File: src/ddr2_init_pkg.sv
// constants shared by the init controller and the mode register model
// assumes a 125 MHz system clock on both ends
package ddr2_init_pkg;
    localparam int unsigned CLK_PERIOD_NS   = 8;
    localparam int unsigned T_STABLE_US     = 200;
    localparam int unsigned T_STABLE_CYC    =
        (T_STABLE_US * 1000 + CLK_PERIOD_NS - 1) / CLK_PERIOD_NS;
    localparam int unsigned T_CKE_NS        = 400;
    localparam int unsigned T_CKE_CYC       =
        (T_CKE_NS + CLK_PERIOD_NS - 1) / CLK_PERIOD_NS;
    localparam int unsigned DLL_LOCK_CLK    = 200;
    localparam int unsigned TMRD_CLK        = 2;
    localparam int unsigned REFRESH_COUNT   = 2;
    localparam int unsigned LINK_DIV        = 4;
    // command encodings {cs_n, ras_n, cas_n, we_n}
    localparam logic [3:0] CMD_MRS          = 4'h0;
    localparam logic [3:0] CMD_REFRESH      = 4'h1;
    localparam logic [3:0] CMD_PRECHARGE    = 4'h2;
    localparam logic [3:0] CMD_NOP          = 4'h7;
    localparam logic [3:0] CMD_DESELECT     = 4'hF;
    // bank selects for mode register writes
    localparam logic [1:0] BANK_MR          = 2'h0;
    localparam logic [1:0] BANK_EMR1        = 2'h1;
    localparam logic [1:0] BANK_EMR2        = 2'h2;
    localparam logic [1:0] BANK_EMR3        = 2'h3;
    // field positions
    localparam int unsigned MR_BL_LSB       = 0;
    localparam int unsigned MR_BT_BIT       = 3;
    localparam int unsigned MR_CL_LSB       = 4;
    localparam int unsigned MR_TM_BIT       = 7;
    localparam int unsigned MR_DLL_RST_BIT  = 8;
    localparam int unsigned MR_WR_LSB       = 9;
    localparam int unsigned EMR1_DLL_DIS    = 0;
    localparam int unsigned EMR1_DRV_BIT    = 1;
    localparam int unsigned EMR1_RTT0_BIT   = 2;
    localparam int unsigned EMR1_AL_LSB     = 3;
    localparam int unsigned EMR1_RTT1_BIT   = 6;
    localparam int unsigned EMR1_OCD_LSB    = 7;
    localparam int unsigned EMR1_DQSN_BIT   = 10;
    localparam int unsigned EMR2_DCC_BIT    = 3;
    localparam int unsigned EMR2_HTSR_BIT   = 7;
    localparam logic [2:0] OCD_EXIT         = 3'h0;
    localparam logic [2:0] OCD_DEFAULT      = 3'h7;
    localparam logic [2:0] BL_4             = 3'h2;
    localparam logic [2:0] BL_8             = 3'h3;
endpackage : ddr2_init_pkg

File: src/ddr2_cmd_if.sv
// command link between init controller and mode register model
// assumes both ends share clk_in; link clock is a pin sampled by the device
`timescale 1ns/1ns
interface ddr2_cmd_if;
    logic        ck;
    logic        cke;
    logic        cs_n;
    logic        ras_n;
    logic        cas_n;
    logic        we_n;
    logic [1:0]  ba;
    logic [12:0] addr;
    modport ctrl (output ck, cke, cs_n, ras_n, cas_n, we_n, ba, addr);
    modport dev  (input  ck, cke, cs_n, ras_n, cas_n, we_n, ba, addr);
endinterface : ddr2_cmd_if

File: src/ddr2_init_ctrl.sv
// controller end: power-up sequence and mode register programming
// assumes a plain register port driven by software on clk_in
//
// Implementation choices: the plain strobed port and the placing of the registers.
`timescale 1ns/1ns
module ddr2_init_ctrl #(
    parameter int unsigned STABLE_CYC = ddr2_init_pkg::T_STABLE_CYC
) (
    input  wire logic        clk_in,
    input  wire logic        reset_n_in,
    input  wire logic [1:0]  addr_in,
    input  wire logic [15:0] wdata_in,
    input  wire logic        wr_in,
    input  wire logic        rd_in,
    output logic      [15:0] rdata_out,
    ddr2_cmd_if.ctrl         link
);
    // register map: 0 control, 1 MR value, 2 EMR1 value, 3 status
    localparam logic [1:0] REG_CTRL = 2'h0;
    localparam logic [1:0] REG_MR   = 2'h1;
    localparam logic [1:0] REG_EMR1 = 2'h2;
    localparam logic [1:0] REG_STAT = 2'h3;

    typedef enum logic [3:0] {
        S_IDLE  = 4'h0, S_STABLE = 4'h1, S_CKE   = 4'h2, S_PRE1 = 4'h3,
        S_EMR2  = 4'h4, S_EMR3   = 4'h5, S_EMR1  = 4'h6, S_MRRST = 4'h7,
        S_PRE2  = 4'h8, S_REF    = 4'h9, S_MR    = 4'hA, S_LOCK = 4'hB,
        S_OCDD  = 4'hC, S_OCDX   = 4'hD, S_DONE  = 4'hE
    } state_t;

    state_t      state_r;
    logic        start_r;
    logic        skip_rst_r;
    logic [12:0] mr_r;
    logic [12:0] emr1_r;
    logic [17:0] cnt_r;
    logic [1:0]  ref_r;
    logic [8:0]  lock_r;
    logic [1:0]  div_r;
    logic        issue;
    logic [3:0]  cmd_nxt;
    logic [1:0]  ba_nxt;
    logic [12:0] a_nxt;

    // software registers
    always_ff @(posedge clk_in) begin
        if (!reset_n_in) begin
            start_r    <= 1'b0;
            skip_rst_r <= 1'b0;
            mr_r       <= 13'h0032;
            emr1_r     <= 13'h0000;
        end else begin
            start_r <= wr_in && addr_in == REG_CTRL && wdata_in[0];
            if (wr_in && addr_in == REG_CTRL)
                skip_rst_r <= wdata_in[1];
            if (wr_in && addr_in == REG_MR)
                mr_r <= {wdata_in[12:9], wdata_in[8:7] & 2'h0,
                         wdata_in[6:0]};
            if (wr_in && addr_in == REG_EMR1)
                emr1_r <= {2'h0, wdata_in[10:0]};
        end
    end

    always_ff @(posedge clk_in) begin
        if (!reset_n_in)
            rdata_out <= 16'h0000;
        else if (rd_in)
            case (addr_in)
                REG_CTRL: rdata_out <= {14'h0000, skip_rst_r, 1'b0};
                REG_MR:   rdata_out <= {3'h0, mr_r};
                REG_EMR1: rdata_out <= {3'h0, emr1_r};
                default:  rdata_out <= {11'h000, state_r == S_DONE,
                                        state_r};
            endcase
        else
            rdata_out <= 16'h0000;
    end

    // link clock by divider
    always_ff @(posedge clk_in) begin
        if (!reset_n_in)
            div_r <= 2'h0;
        else
            div_r <= div_r + 2'h1;
    end
    assign issue = div_r == 2'h3;

    // DLL lock counter from DLL enable / reset
    always_ff @(posedge clk_in) begin
        if (!reset_n_in)
            lock_r <= 9'h000;
        else if (issue && (state_r == S_EMR1 || state_r == S_MRRST))
            lock_r <= 9'(ddr2_init_pkg::DLL_LOCK_CLK);
        else if (issue && lock_r != 9'h000)
            lock_r <= lock_r - 9'h001;
    end

    always_comb begin
        cmd_nxt = ddr2_init_pkg::CMD_NOP;
        ba_nxt  = 2'h0;
        a_nxt   = 13'h0000;
        case (state_r)
            S_PRE1, S_PRE2: begin
                cmd_nxt = ddr2_init_pkg::CMD_PRECHARGE;
                a_nxt   = 13'h0400;
            end
            S_EMR2: begin
                cmd_nxt = ddr2_init_pkg::CMD_MRS;
                ba_nxt  = ddr2_init_pkg::BANK_EMR2;
            end
            S_EMR3: begin
                cmd_nxt = ddr2_init_pkg::CMD_MRS;
                ba_nxt  = ddr2_init_pkg::BANK_EMR3;
            end
            S_EMR1: begin
                cmd_nxt = ddr2_init_pkg::CMD_MRS;
                ba_nxt  = ddr2_init_pkg::BANK_EMR1;
                a_nxt   = emr1_r & 13'h1C7E;
            end
            S_MRRST: begin
                cmd_nxt = ddr2_init_pkg::CMD_MRS;
                a_nxt   = mr_r | 13'h0100;
            end
            S_REF:    cmd_nxt = ddr2_init_pkg::CMD_REFRESH;
            S_MR:     cmd_nxt = ddr2_init_pkg::CMD_MRS;
            S_OCDD, S_OCDX: begin
                cmd_nxt = ddr2_init_pkg::CMD_MRS;
                ba_nxt  = ddr2_init_pkg::BANK_EMR1;
                a_nxt   = {emr1_r[12:10],
                    state_r == S_OCDD ? ddr2_init_pkg::OCD_DEFAULT
                                      : ddr2_init_pkg::OCD_EXIT,
                    emr1_r[6:1], 1'b0};
            end
            default:  cmd_nxt = ddr2_init_pkg::CMD_NOP;
        endcase
        if (state_r == S_MR)
            a_nxt = mr_r & 13'h1EFF;
        if (state_r == S_IDLE || state_r == S_STABLE)
            cmd_nxt = ddr2_init_pkg::CMD_DESELECT;
    end

    // sequence; every step waits at least tMRD link cycles
    always_ff @(posedge clk_in) begin
        if (!reset_n_in) begin
            state_r <= S_IDLE;
            cnt_r   <= 18'h00000;
            ref_r   <= 2'h0;
        end else if (state_r == S_IDLE) begin
            cnt_r <= 18'h00000;
            if (start_r) begin
                // stable wait runs with cke still low
                state_r <= S_STABLE;
                cnt_r   <= 18'(STABLE_CYC);
            end
        end else if (cnt_r != 18'h00000) begin
            cnt_r <= cnt_r - 18'h00001;
        end else if (issue) begin
            cnt_r <= 18'(ddr2_init_pkg::TMRD_CLK * ddr2_init_pkg::LINK_DIV);
            case (state_r)
                S_STABLE: state_r <= S_CKE;
                S_CKE: begin
                    state_r <= S_PRE1;
                    cnt_r   <= 18'(ddr2_init_pkg::T_CKE_CYC);
                end
                S_PRE1:  state_r <= S_EMR2;
                S_EMR2:  state_r <= S_EMR3;
                S_EMR3:  state_r <= S_EMR1;
                S_EMR1:  state_r <= skip_rst_r ? S_PRE2 : S_MRRST;
                S_MRRST: state_r <= S_PRE2;
                S_PRE2:  state_r <= S_REF;
                S_REF: begin
                    ref_r <= ref_r + 2'h1;
                    if (ref_r == 2'(ddr2_init_pkg::REFRESH_COUNT - 1))
                        state_r <= S_MR;
                end
                S_MR:    state_r <= S_LOCK;
                S_LOCK:  if (lock_r == 9'h000)
                             state_r <= S_OCDD;
                S_OCDD:  state_r <= S_OCDX;
                S_OCDX:  state_r <= S_DONE;
                S_DONE:  state_r <= S_DONE;
                default: state_r <= S_IDLE;
            endcase
        end
    end

    // link pins, changed one clk_in cycle after the rising link clock edge
    always_ff @(posedge clk_in) begin
        if (!reset_n_in) begin
            link.ck    <= 1'b0;
            link.cke   <= 1'b0;
            {link.cs_n, link.ras_n, link.cas_n, link.we_n} <= 4'hF;
            link.ba    <= 2'h0;
            link.addr  <= 13'h0000;
        end else begin
            link.ck <= div_r[1];
            if (div_r == 2'h3) begin
                link.cke <= state_r != S_IDLE && state_r != S_STABLE;
                {link.cs_n, link.ras_n, link.cas_n, link.we_n} <=
                    (cnt_r == 18'h00000) ? cmd_nxt
                                         : ddr2_init_pkg::CMD_NOP;
                link.ba   <= ba_nxt;
                link.addr <= a_nxt;
            end
        end
    end
endmodule : ddr2_init_ctrl

File: src/flat_wrapper.sv
// flat-port wrapper written by rule: the top's interface ports become plain ports
module ddr2_init_ctrl_flat 
#(
    parameter int unsigned STABLE_CYC = ddr2_init_pkg::T_STABLE_CYC
)
  (clk_in, reset_n_in, addr_in, wdata_in, wr_in, rd_in, rdata_out, link_ck, link_cke, link_cs_n, link_ras_n, link_cas_n, link_we_n, link_ba, link_addr);
  ddr2_cmd_if link_i ();
  input  wire logic clk_in;
  input  wire logic reset_n_in;
  input  wire logic [1:0] addr_in;
  input  wire logic [15:0] wdata_in;
  input  wire logic wr_in;
  input  wire logic rd_in;
  output logic      [15:0] rdata_out;
  output wire logic [$bits(link_i.ck)-1:0] link_ck;
  output wire logic [$bits(link_i.cke)-1:0] link_cke;
  output wire logic [$bits(link_i.cs_n)-1:0] link_cs_n;
  output wire logic [$bits(link_i.ras_n)-1:0] link_ras_n;
  output wire logic [$bits(link_i.cas_n)-1:0] link_cas_n;
  output wire logic [$bits(link_i.we_n)-1:0] link_we_n;
  output wire logic [$bits(link_i.ba)-1:0] link_ba;
  output wire logic [$bits(link_i.addr)-1:0] link_addr;
  assign link_ck = link_i.ck;
  assign link_cke = link_i.cke;
  assign link_cs_n = link_i.cs_n;
  assign link_ras_n = link_i.ras_n;
  assign link_cas_n = link_i.cas_n;
  assign link_we_n = link_i.we_n;
  assign link_ba = link_i.ba;
  assign link_addr = link_i.addr;
  ddr2_init_ctrl #(.STABLE_CYC(STABLE_CYC)) u_core (.clk_in(clk_in), .reset_n_in(reset_n_in), .addr_in(addr_in), .wdata_in(wdata_in), .wr_in(wr_in), .rd_in(rd_in), .rdata_out(rdata_out), .link(link_i));
endmodule
File: config.mk
export PLATFORM = sky130hd
export DESIGN_NAME = ddr2_init_ctrl_flat
export DESIGN_NICKNAME = d
export VERILOG_FILES = /design/src/ddr2_init_pkg.sv /design/src/ddr2_cmd_if.sv /design/src/ddr2_init_ctrl.sv /design/src/flat_wrapper.sv
export SDC_FILE = /design/constraint.sdc
export NUM_CORES = 1
export LEC_CHECK = 0
export BUFFER_PORTS_ARGS = -buffer_cell sky130_fd_sc_hd__buf_2
export CORE_MARGIN = 4
export CORE_UTILIZATION = 40
export CTS_CLUSTER_DIAMETER = 200
export CTS_CLUSTER_SIZE = 30
export DETAILED_ROUTE_END_ITERATION = 7
export PLACE_DENSITY = 0.64
export RECOVER_POWER = 100
export SLEW_MARGIN = 20
export SYNTH_ARGS = -nofsm -noshare
export SYNTH_HDL_FRONTEND = slang
export SYNTH_SLANG_ARGS = --single-unit
File: constraint.sdc
create_clock -name clk_in -period 2 [get_ports clk_in]
set_input_delay 0.5 -clock clk_in [delete_from_list [all_inputs] [get_ports clk_in]]
set_output_delay 0.5 -clock clk_in [all_outputs]
set_load 0.01 [all_outputs]
==> results of run 1 <==
synthesized netlist by cell type, types with 6 or more instances:
cell / n / area share [%]
sky130_fd_sc_hd__a21boi_0: 23 / 3.9
sky130_fd_sc_hd__a21oi_1: 30 / 3.4
sky130_fd_sc_hd__a22oi_1: 22 / 3.8
sky130_fd_sc_hd__and2_1: 14 / 2.0
sky130_fd_sc_hd__and3_1: 8 / 1.1
sky130_fd_sc_hd__clkbuf_1: 29 / 2.5
sky130_fd_sc_hd__dfxtp_1: 93 / 43
sky130_fd_sc_hd__ha_1: 6 / 1.7
sky130_fd_sc_hd__inv_1: 10 / 0.86
sky130_fd_sc_hd__nand2_1: 79 / 6.8
sky130_fd_sc_hd__nand3_1: 18 / 2.1
sky130_fd_sc_hd__nor2_1: 41 / 3.5
sky130_fd_sc_hd__nor2b_1: 17 / 2.4
sky130_fd_sc_hd__nor3_1: 11 / 1.3
sky130_fd_sc_hd__nor4_1: 7 / 1.0
sky130_fd_sc_hd__o21ai_0: 27 / 3.1
sky130_fd_sc_hd__xnor2_1: 8 / 1.6
sky130_fd_sc_hd__xor2_1: 10 / 2.0
worst max-delay path, stage by stage (launching register included):
cell and delay, ns:
sky130_fd_sc_hd__dfxtp_1 0.33, sky130_fd_sc_hd__or4_4 0.55, sky130_fd_sc_hd__or4_4 0.42, sky130_fd_sc_hd__or3_1 0.31, sky130_fd_sc_hd__a21oi_1 0.15, sky130_fd_sc_hd__o21a_1 0.11
logic make-up (layout without fill, tap and decap cells):
family	after synthesis	count (layout)	share of synthesized area, %
compound gates	127	127	19.27
xor+xnor	18	18	3.603
fa+ha+maj	6	6	1.716
buf+inv	49	116	4.918
flops	93	93	42.55
mux	8	8	2.230
other cells	1	3	0.08571
simple gates	224	224	25.62
area by class of cell:
class                           instances  area (um2)  share of cell area [%]
Timing Repair Buffer                   90       480.5                   9.373
Clock inverter                          6       70.07                   1.367
Inverter                               10       37.54                  0.7322
Sequential cell                        93        1863                   36.34
Clock buffer                           10       127.6                   2.490
Multi-Input combinational cell        386        2377                   46.38
Tap cell                              136       170.2                   3.319
metal layers:
layer	routed length, um	up-vias	global-route usage (%)
met5	0	-	0
met4	148	0	5.769
met1	4989	1838	22.68
li1	-	1951	-
met3	480	13	2.857
met2	5157	81	28.67
through the flow:
stage / total power [uW] / instance area (um2) / worst slack [ns] / hold slack [ns] / instances
detailed placement: 2535 / 4905 / 0.0003526 / 0.4275 / 712
global route: 3963 / 5126 / 0.005337 / 0.3541 / 731
finish: 3782 / 5126 / 0.08257 / 0.3609 / 731
CTS: 3823 / 5109 / 0.002889 / 0.3390 / 728
global placement: 2528 / 4905 / 0.04280 / 0.4074 / 712
floorplan: 2359 / 4389 / 0.03937 / 0.3984 / 528
flip-flops by register name, indices dropped and copies added (netlist names), 2 cells and up:
signal and flops:
u_core.link.addr 13, u_core.state_r 4, u_core.lock_r 9, u_core.emr1_r 11, u_core.ref_r 2, u_core.mr_r 11
u_core.div_r 2, u_core.cnt_r 18, u_core.rdata_out 13, u_core.link.ba 2
power groups by stage:
stage               sequential, uW  clock, uW  combinational, uW
floorplan                     1980          0                379
global placement              1980          0                548
detailed placement            1980          0                553
CTS                           1940       1330                558
global route                  1950       1400                616
finish                        1940       1290                552
worst max-delay path by stage:
stage | slack, ns | end | from | cells past startpoint
after floorplan | 0.04 | u_core.state_r[0] | u_core.lock_r[0] | 7
after global placement | 0.04 | u_core.ref_r[0] | u_core.cnt_r[2] | 7
after detailed placement | 0.0004 | u_core.ref_r[0] | u_core.cnt_r[2] | 7
after CTS | 0.003 | u_core.state_r[0] | u_core.lock_r[0] | 7
after global routing | 0.005 | u_core.lock_r[7] | u_core.div_r[0] | 8
final | 0.08 | u_core.cnt_r[13] | u_core.cnt_r[0] | 5
what timing repair did:
action / 4_1_cts / 5_1_grt
setup endpoints to repair: 1 / 11
buffers inserted: 0 / 3
pin swaps: 1 / 3
gates resized for setup: 1 / 20
==> summary by stage, run 1 <==
Outcome
The flow ran to the end, and the final reports show no timing, DRC or antenna violations.

Timing
The maximum clock frequency is 0.5215 GHz. The total count of hold-check failures in the final report is 0. In the finished design, the share of the clock period the worst path needs comes to a little over nine tenths. The worst relative slew slack is a little over a quarter. Setup violations remaining at the end of the flow were counted as 0. The count of pins over their slew limit is 0. The aggregate negative setup slack is 0 ns.

Setup repair after global routing left no endpoint under its margin. For the finished layout, the period the worst path requires is between 1.5 and 2 ns. At the pin with the least slew margin, the transition time is between 1 and 1.5 ns. The worst clock skew is between 0.01 and 0.015 ns.

Synth
After synthesis, flip-flops and latches occupy a little over two fifths of the total area. In the synthesized netlist the dominant register cell turns out to be sky130_fd_sc_hd__dfxtp_1. The mean area per synthesized cell is roughly 8.3 um2. For this run, the number of Yosys warnings is 0. The number of different library cells used by synthesis comes to 57. The cell area after technology mapping is roughly 4400 um2. The async set-or-reset flop fraction in the synthesized netlist is 0%. The cell count after synthesis came out at between 500 and 600.

The number of register bits inferred by synthesis is 93. The number of flops mapped to enable cells by yosys is 0.

Layout
0 antenna diodes ended up in the layout. Cells with a size suffix above 1 make up about 15% of the layout. The most common library cell in the layout ignoring fill and taps is sky130_fd_sc_hd__dfxtp_1. Cells fill ~49% of the core in the end.

The net count of the finished layout is between 600 and 700. The layout has between 1000 and 1500 filler cells. From synthesis to final layout, the design area changed by 17.16%.

The library cells used most frequently in the layout, excluding fill and tap cells, are sky130_fd_sc_hd__dfxtp_1 (92), sky130_fd_sc_hd__nand2_1 (78), sky130_fd_sc_hd__clkbuf_1 (42).

Pwr
Combinational cells account for ~15% of the total power. In this run the power spent charging and discharging nets is roughly 1100 uW. The sequential power share is approximately half. The internal power of the cells totals between 2000 and 3000 uW. Power spread over the standard cell area amounts to approximately 740 nW/um2. For this design the static power due to leakage is ~0.002 uW.

The proportion of total power due to net switching is 27.91%. The clock network power share is 34.1%. The worst-case IR drop observed on VDD is between 300 and 400 uV.

Global route
The number of global-route vias before repair was approximately 3700. The total overflow left after global routing is 0. The initial antenna violation count is 0.

Entering global routing, the biggest net connects 27 pins. For this run, the total global-route usage over all layers was measured as 17.24%. The global-route wire length before repair is roughly 18000 um.

Min path
Along the worst hold path, the cell count comes to 3. In this run the worst hold path is classified as in2reg. The end point of the worst hold path is u_core.mr_r[5].

The startpoint identified for the worst hold timing path is wdata_in[5].

CTS
The root cell of the clock tree is sky130_fd_sc_hd__clkbuf_8. The number of sinks handled by clock tree synthesis is a little over 90. After clock tree synthesis, the clock-pin slew on the worst setup and hold paths is around 0.090 ns. The clock latency of the later-clocked register in the worst-skew pair is 0.37 ns. The H-tree was split into 3 levels. The total of hold buffers inserted after clock tree synthesis is 0.

Counting the buffers created by CTS gives 9. Counting along the longest clock path gives a buffer depth of 2. The CTS tree is built.

Placed design
At the end of routability-driven placement, the weighted congestion stood at roughly 0.85. The count of buffers inserted at the top-level ports is 52. Detailed placement finished with a half-perimeter wire length of roughly 7700 um.

Setup path
The critical path arrival is between 2 and 2.5 ns. The critical-path maximum fanout is 3. The endpoint kind of the worst setup timing path is a flip-flop. The endpoint of the worst register-to-register path is u_core.cnt_r[13].

The category of the most critical setup path is reg2reg. The startpoint class of the critical path is a flip-flop. STA puts the critical path data required time at about 2.3 ns. The logic depth of the worst register-to-register path is 5. The worst register-to-register path begins at u_core.cnt_r[0].

In this run the register-to-register setup slack is approximately 0.083 ns.

Route
The count of nets left with antenna violations once routing finished came out at 0. For this block, the via count after detailed routing is just under 4000. After detailed routing, the average wire length per cell comes to ~15 um. For this run, the detailed router's first-pass iteration total came to 4. In this run, the number of DRC markers left after iteration 0 of detailed routing was 238. The post-route DRC violation count is 0.

After detailed routing, the number of vias per cell comes to 5.312. Wires add up to 10780 um.

Floorplan
The standard-cell row count is 37. The initial cell density of the core is 41.64%. Measured along the x axis, the die boundary spans ~110 um. The area of the placeable core is about 11000 um2. The area enclosed by the die boundary is approximately 13000 um2. In this run the count of I/O pins placed on the die edge is 59. The die is 112.6 um tall.

Run
Across the run, the number of max-cap violations was 0.
(Power assumes the default switching activity.)
==> run 2, diff against run 1 <==
--- a/config.mk
+++ b/config.mk
@@ -5,13 +5,15 @@
 export SDC_FILE = /design/constraint.sdc
 export NUM_CORES = 1
 export LEC_CHECK = 0
+export ABC_AREA = 0
 export BUFFER_PORTS_ARGS = -buffer_cell sky130_fd_sc_hd__buf_2
+export CAP_MARGIN = 20
 export CORE_MARGIN = 4
 export CORE_UTILIZATION = 40
 export CTS_CLUSTER_DIAMETER = 200
 export CTS_CLUSTER_SIZE = 30
 export DETAILED_ROUTE_END_ITERATION = 7
-export PLACE_DENSITY = 0.64
+export PLACE_DENSITY = 0.61
 export RECOVER_POWER = 100
 export SLEW_MARGIN = 20
 export SYNTH_ARGS = -nofsm -noshare
==> run 2 against run 1 <==
Effect of this change:
- setup slack got worse by 0.010 ns
- via count up 1.4%
- die area did not move
- sequential share of layout area is 0.38 points lower
- fmax fell by 0.52%
- non-clock buffer count up 7
- sequential power is essentially flat
- critical path type unchanged
==> summary by stage, run 2 (synthesized netlist as in run 1, its figures left out) <==
Floorplan
The initial cell density of the core is 41.64% (unchanged). The I/O pin count was 59 (unchanged). The area of the placeable core is 10510 um2 (unchanged). The die outline width is 112.6 um (unchanged). The area enclosed by the die boundary was 12680 um2 (unchanged).

The die boundary height is 112.6 um (unchanged). The standard-cell row count is 37 (unchanged).

Timing
Unrepaired setup endpoints after global routing: yes (was no). The minimum clock period is 1.928 ns (was 1.917 ns). The count of endpoints failing setup in the final report is 0 (unchanged). The part of the cycle the worst path needs came to 96.38% (was 95.87%). The count of pins over their slew limit came to 0 (unchanged). The total count of hold-check failures in the final report is 0 (unchanged). The aggregate negative setup slack is 0 ns (unchanged). The maximum clock frequency is 0.5188 GHz (was 0.5215 GHz).

The worst clock skew came to 0.01208 ns (was 0.01335 ns). The worst relative slew slack came to 23.99% (was 27.45%). The measured slew at the worst slew-check pin was 1.140 ns (was 1.088 ns).

Setup path
The category of the most critical setup path is reg2reg (unchanged). The logic depth of the worst register-to-register path is 7 (was 5). The data required time of the worst path is 2.27 ns (was 2.31 ns). The endpoint of the worst register-to-register path is u_core.state_r[0] (was u_core.cnt_r[13]). The slack of the worst reg-to-reg path was 0.07 ns (was 0.08 ns). The critical path arrival was 2.20 ns (was 2.23 ns). The combined buffer and inverter count along the critical path is 1 (was 0). The delay of the slowest critical-path stage is 0.42 ns (was 0.55 ns).

The cell with the biggest individual delay on the critical path is sky130_fd_sc_hd__a2111oi_4 (was sky130_fd_sc_hd__or4_4). Ordered list of cells on the worst path: inv_2 > ha_4 > nor4b_4 > nand3_2 > a2111oi_4 > mux2_4 > and2_4 (was or4_4 > or4_4 > or3_1 > a21oi_1 > o21a_1). The endpoint kind of the worst setup timing path is a flip-flop (unchanged).

The startpoint class of the critical path is a flip-flop (unchanged). The reg-to-reg critical path startpoint is u_core.lock_r[1] (was u_core.cnt_r[0]). The largest delay contributor family on the critical path is simple AND/OR/NAND/NOR gates (unchanged). The critical-path maximum fanout was 3 (unchanged).

Layout
Commonest cells after routing, fill and taps aside: sky130_fd_sc_hd__dfxtp_1 (90), sky130_fd_sc_hd__nand2_1 (78), sky130_fd_sc_hd__clkbuf_1 (43) (was sky130_fd_sc_hd__dfxtp_1 (92), sky130_fd_sc_hd__nand2_1 (78), sky130_fd_sc_hd__clkbuf_1 (42)). The number of antenna cells inserted is 0 (unchanged). The flip-flop count of the largest register after layout came to 18 (unchanged). The most common library cell in the layout ignoring fill and taps is sky130_fd_sc_hd__dfxtp_1 (unchanged).

Largest registers ranked by flip-flop count: u_core.cnt_r x18, u_core.link.addr x13, u_core.rdata_out x13 (unchanged). The post-synthesis to final-layout area growth was 18.56% (was 17.16%). The largest register by flop count is u_core.cnt_r (unchanged). The net total in the final layout is 625 (was 618).

The ratio of cells with drive above 1 in the final layout is 16.45% (was 15.13%).

CTS
The root cell of the clock tree is sky130_fd_sc_hd__clkbuf_8 (unchanged). The CTS H-tree depth was 3 (unchanged). The number of sinks handled by clock tree synthesis is 93 (unchanged). The clock latency of the later-clocked register in the worst-skew pair is 0.37 ns (about the same). The number of buffers on the longest clock path came to 2 (unchanged).

The clock-pin slew on the worst setup and hold paths is 0.09 ns (about the same). The TritonCTS buffer count is 9 (unchanged). The CTS tree was built (unchanged).

Route
The wire length per cell after detailed routing came to 14.75 um (was 14.74 um). The number of nets with antenna violations after detailed routing was 0 (unchanged). The post-route DRC violation count is 0 (unchanged). The number of detailed-route iterations in the first pass is 4 (unchanged). The number of vias per cell after detailed routing is 5.335 (was 5.312). The number of vias after detailed routing came to 3937 (was 3883). The total wirelength of the detailed-routed design is 10890 um (was 10780 um).

The number of DRC markers after the initial detailed-route iteration is 221 (was 238).

Outcome
Result of the run: complete, no violations (unchanged).

Global route
The global-route total usage across every layer is 16.95% (was 17.24%). The maximum number of pins on one net before global-route repair came to 26 (was 27). The aggregate global routing overflow is 0 (unchanged). The initial antenna violation count is 0 (unchanged). The global-route wire length before repair is 17640 um (was 17960 um).

The number of global-route vias before repair is 3664 (was 3691).

Pwr
The power after layout is 3795 uW (was 3782 uW). The power per cell area is 731.5 nW/um2 (was 737.8 nW/um2). The leakage power total came to 0.002031 uW (was 0.001996 uW). The largest vdd supply drop is 759.7 uV (was 311.9 uV).

Run
The reported max-cap violation count is 0 (unchanged).

Placed design
The global placement routability congestion came to 0.8647 (was 0.8455). The count of buffers inserted at the top-level ports is 52 (unchanged). The detailed placement HPWL is 7856 um (was 7706 um).

Min path
The hold path startpoint was wdata_in[5] (unchanged). The end point of the worst hold path is u_core.mr_r[5] (unchanged). The cell depth of the worst hold path is 3 (unchanged). The path type of the worst min-delay path is in2reg (unchanged).
run 2: worst max path at each step:
stage                startpoint                end  slack (ns)  cells after the start
3_3_place_gp   u_core.lock_r[0]  u_core.state_r[0]        0.05                      7
5_1_grt        u_core.lock_r[0]  u_core.state_r[0]       -0.02                      7
6_report       u_core.lock_r[1]  u_core.state_r[0]        0.07                      7
2_1_floorplan  u_core.lock_r[0]  u_core.state_r[0]        0.04                      7
3_5_place_dp   u_core.lock_r[0]  u_core.state_r[0]       0.009                      7
4_1_cts         u_core.div_r[0]  u_core.state_r[0]        0.01                      5
run 2: metrics by stage:
step	util (%)	area, um2	setup WS, ns	std cells	hold WS, ns
floorplan	-	4389	0.03937	528	0.3984
global placement	47.24	4965	0.05249	720	0.4126
detailed placement	47.24	4965	0.008816	720	0.4273
CTS	49.23	5174	0.01396	736	0.3165
global route	49.36	5187	-0.02365	738	0.3477
finish	49.36	5187	0.07249	738	0.3488
run 2: what timing repair did:
item,4_1_cts,5_1_grt
hold buffers,0,0
endpoints found under the setup margin,1,15
hold endpoints to repair,0,0
setup buffers,0,2
resized for setup,1,19
pin swaps,1,4
run 2: report_power, final:
group          leakage [uW]  internal, uW  switching [uW]  total (uW)
logic               0.00118           249             324         572
registers          0.000755          1900            41.0        1940
clock network     0.0000959           615             667        1280
total               0.00203          2760            1030        3790
run 2: layout make-up:
cell class | count | area [um2]
Timing Repair Buffer | 97 | 525.5
Fill cell | 1042 | 5321
Clock inverter | 5 | 58.81
Sequential cell | 93 | 1866
Clock buffer | 11 | 141.4
Tap cell | 136 | 170.2
Inverter | 10 | 37.54
Multi-Input combinational cell | 386 | 2389
run 2: worst min-delay path: stages:
cell and delay, ns:
sky130_fd_sc_hd__buf_2 0.09, sky130_fd_sc_hd__nand2_1 0.04, sky130_fd_sc_hd__nand3_1 0.06
run 2: per-layer routing:
metal	wire length (um)	vias to the layer above	track usage (%)	part of all wire [%]
met5	0	-	0	0
met4	89	0	3.365	0.82
met3	463	7	4.636	4.3
met2	5071	63	26.90	47
met1	5263	1895	23.24	48
li1	-	1972	-	-
==> run 3, diff against run 2 <==
--- a/config.mk
+++ b/config.mk
@@ -8,10 +8,10 @@
 export ABC_AREA = 0
 export BUFFER_PORTS_ARGS = -buffer_cell sky130_fd_sc_hd__buf_2
 export CAP_MARGIN = 20
+export CORE_ASPECT_RATIO = 2
 export CORE_MARGIN = 4
 export CORE_UTILIZATION = 40
 export CTS_CLUSTER_DIAMETER = 200
-export CTS_CLUSTER_SIZE = 30
 export DETAILED_ROUTE_END_ITERATION = 7
 export PLACE_DENSITY = 0.61
 export RECOVER_POWER = 100
==> run 3 against run 2 <==
Effect of this change:
- fmax fell by 2.6%
- via count fell by 0.56%
- hold slack improved by 0.029 ns
- non-clock buffer count rose by 9
- register-to-register slack got worse by 0.05 ns
- setup slack got worse by 0.051 ns
- clock power rose by 44%
- critical path depth did not move
- routed wire length rose by 5.6%
- count of clock-buffer cells in the layout fell by 2
- design area rose by 5.0%
- first-iteration DRC count fell by 34%
==> summary by stage, run 3 (synthesized netlist as in run 1, its figures left out) <==
Outcome
Result of the run: complete, no violations (unchanged).

Layout
The net total in the final layout is 634 (was 625). The post-synthesis to final-layout area growth was 24.48% (was 18.56%). The ratio of cells with drive above 1 in the final layout is 24.10% (was 16.45%).

The most common library cell in the layout ignoring fill and taps is sky130_fd_sc_hd__dfxtp_1 (unchanged). The flip-flop count of the largest register after layout was 18 (unchanged). Commonest cells after routing, fill and taps aside: sky130_fd_sc_hd__dfxtp_1 (90), sky130_fd_sc_hd__nand2_1 (78), sky130_fd_sc_hd__buf_2 (53) (was sky130_fd_sc_hd__dfxtp_1 (90), sky130_fd_sc_hd__nand2_1 (78), sky130_fd_sc_hd__clkbuf_1 (43)). The final non-filler cell total came to 747 (was 738). Largest registers ranked by flip-flop count: u_core.cnt_r x18, u_core.link.addr x13, u_core.rdata_out x13 (unchanged). The largest register by flop count is u_core.cnt_r (unchanged). The number of antenna cells inserted is 0 (unchanged).

Timing
Unrepaired setup endpoints after global routing: yes (unchanged). The total count of hold-check failures in the final report came to 0 (unchanged). The maximum clock frequency is 0.5054 GHz (was 0.5188 GHz). The count of endpoints failing setup in the final report was 0 (unchanged). The part of the cycle the worst path needs is 98.93% (was 96.38%). The worst clock skew is 0.006519 ns (was 0.01208 ns). The minimum clock period is 1.979 ns (was 1.928 ns). The count of pins over their slew limit is 0 (unchanged).

Setup path
The data required time of the worst path is 2.24 ns (was 2.27 ns). The critical-path maximum fanout is 2 (was 3). The critical path arrival came to 2.22 ns (was 2.20 ns). The combined buffer and inverter count along the critical path is 1 (unchanged). The largest delay contributor family on the critical path is simple AND/OR/NAND/NOR gates (unchanged). Ordered list of cells on the worst path: inv_2 > ha_4 > nor4b_4 > nand3_2 > a2111oi_4 > mux2_4 > and2_4 (unchanged). The delay of the slowest critical-path stage is 0.45 ns (was 0.42 ns). The startpoint class of the critical path is a flip-flop (unchanged). The endpoint kind of the worst setup timing path is a flip-flop (unchanged).

The cell with the biggest individual delay on the critical path is sky130_fd_sc_hd__a2111oi_4 (unchanged). The category of the most critical setup path is reg2reg (unchanged).

Placed design
The global placement routability congestion is 0.7854 (was 0.8647). The placed instance count is 729 (was 720). The detailed placement HPWL was 8613 um (was 7856 um). The count of buffers inserted at the top-level ports is 52 (unchanged).

CTS
The number of buffers on the longest clock path came to 2 (unchanged). The root cell of the clock tree is sky130_fd_sc_hd__clkbuf_16 (was sky130_fd_sc_hd__clkbuf_8). The total of hold buffers inserted after clock tree synthesis was 0 (unchanged). The CTS tree is built (unchanged). The CTS H-tree depth is 3 (unchanged). The TritonCTS buffer count is 9 (unchanged).

The clock-pin slew on the worst setup and hold paths is 0.07 ns (was 0.09 ns). The clock latency of the later-clocked register in the worst-skew pair is 0.34 ns (was 0.37 ns). The number of sinks handled by clock tree synthesis is 93 (unchanged).

Route
The number of nets with antenna violations after detailed routing is 0 (unchanged). The post-route DRC violation count is 0 (unchanged). The number of vias per cell after detailed routing came to 5.241 (was 5.335). The number of detailed-route iterations in the first pass is 4 (unchanged). The total wirelength of the detailed-routed design came to 11500 um (was 10890 um). The number of DRC markers after the initial detailed-route iteration is 146 (was 221). The number of vias after detailed routing is 3915 (was 3937).

The wire length per cell after detailed routing came to 15.40 um (was 14.75 um).

Floorplan
The initial cell density of the core was 41.24% (was 41.64%). The area enclosed by the die boundary came to 12780 um2 (was 12680 um2). The die outline width is 81.96 um (was 112.6 um). The I/O pin count was 59 (unchanged). The standard-cell row count is 53 (was 37). The area of the placeable core is 10610 um2 (was 10510 um2). The die boundary height is 155.9 um (was 112.6 um).

Pwr
The proportion of total power due to net switching came to 25.32% (was 27.19%). The power per cell area came to 810.8 nW/um2 (was 731.5 nW/um2). The largest vdd supply drop is 497.7 uV (was 759.7 uV). The switching power of the nets was 1118 uW (was 1032 uW). The power after layout was 4416 uW (was 3795 uW). The leakage power total is 0.002299 uW (was 0.002031 uW). The sequential power share is 43.9% (was 51.1%). The total internal power is 3298 uW (was 2763 uW). The clock network power share is 41.7% (was 33.8%). The portion of total power attributed to combinational logic is 14.4% (was 15.1%).

Global route
The global-route total usage across every layer came to 19.28% (was 16.95%). The aggregate global routing overflow is 0 (unchanged). The initial antenna violation count is 0 (unchanged).

The number of global-route vias before repair is 3908 (was 3664). The maximum number of pins on one net before global-route repair is 49 (was 26). The global-route wire length before repair is 18980 um (was 17640 um).

Run
The reported max-cap violation count is 0 (unchanged).

Min path
The path type of the worst min-delay path was in2reg (unchanged).
==> run 3: path summary, 6_finish.rpt <==
| check | slack (ns) | cells past startpoint | startpoint | to |
|---|---|---|---|---|
| min reg2reg | 0.43 | 1 | u_core.div_r[0] | u_core.div_r[0] |
| max reg2reg | 0.02 | 7 | u_core.lock_r[0] | u_core.state_r[0] |
| max | 0.02 | 7 | u_core.lock_r[0] | u_core.state_r[0] |
| min | 0.38 | 3 | wdata_in[4] | u_core.mr_r[4] |
==> run 3: per-layer routing <==
metal	share of wire, %	GRT usage, %	vias up
li1	-	-	1981
met1	37	19.69	1841
met2	57	36.16	71
met3	3.0	3.584	22
met4	3.2	8.875	0
met5	0	0	-
==> run 3: area by class of cell <==
type,instances,area [um2]
fill,1047,5164
multi-input combinational,386,2374
sequential,93,1866
timing repair buffer,106,679.4
clock buffer,9,225.2
tap,137,171.4
clock inverter,6,93.84
inverter,10,37.54
==> run 3: power groups by stage <==
stage / combinational, uW / clock (uW) / sequential (uW)
final: 636 / 1840 / 1940
after global routing: 703 / 1980 / 1940
after CTS: 600 / 1890 / 1940
after detailed placement: 596 / 0 / 1980
after global placement: 589 / 0 / 1980
after floorplan: 379 / 0 / 1980
==> run 3: per-stage QoR <==
stage               setup TNS (ns)  util, %  instance area (um2)  hold WS (ns)  worst slack, ns
floorplan                        0        -                 4389        0.3984          0.03937
global placement                 0    47.49                 5039        0.4074          0.01450
detailed placement        -0.01933    47.49                 5039        0.4159         -0.01933
CTS                              0    50.64                 5373        0.3650          0.04215
global route               -0.1532    51.33                 5446        0.3856         -0.06541
finish                           0    51.33                 5446        0.3779          0.02132
==> run 3: worst min-delay path, stage by stage <==
cell and delay [ns]:
sky130_fd_sc_hd__buf_2 0.09, sky130_fd_sc_hd__nand2_1 0.04, sky130_fd_sc_hd__nand3_1 0.06
==> run 3: what timing repair did <==
action | 4_1_cts | 5_1_grt
endpoints found under the hold margin | 0 | 0
gates resized for setup | 2 | 17
buffers inserted | 0 | 2
setup endpoints to repair | 1 | 12
cloned | 0 | 1
pin swaps | 0 | 3
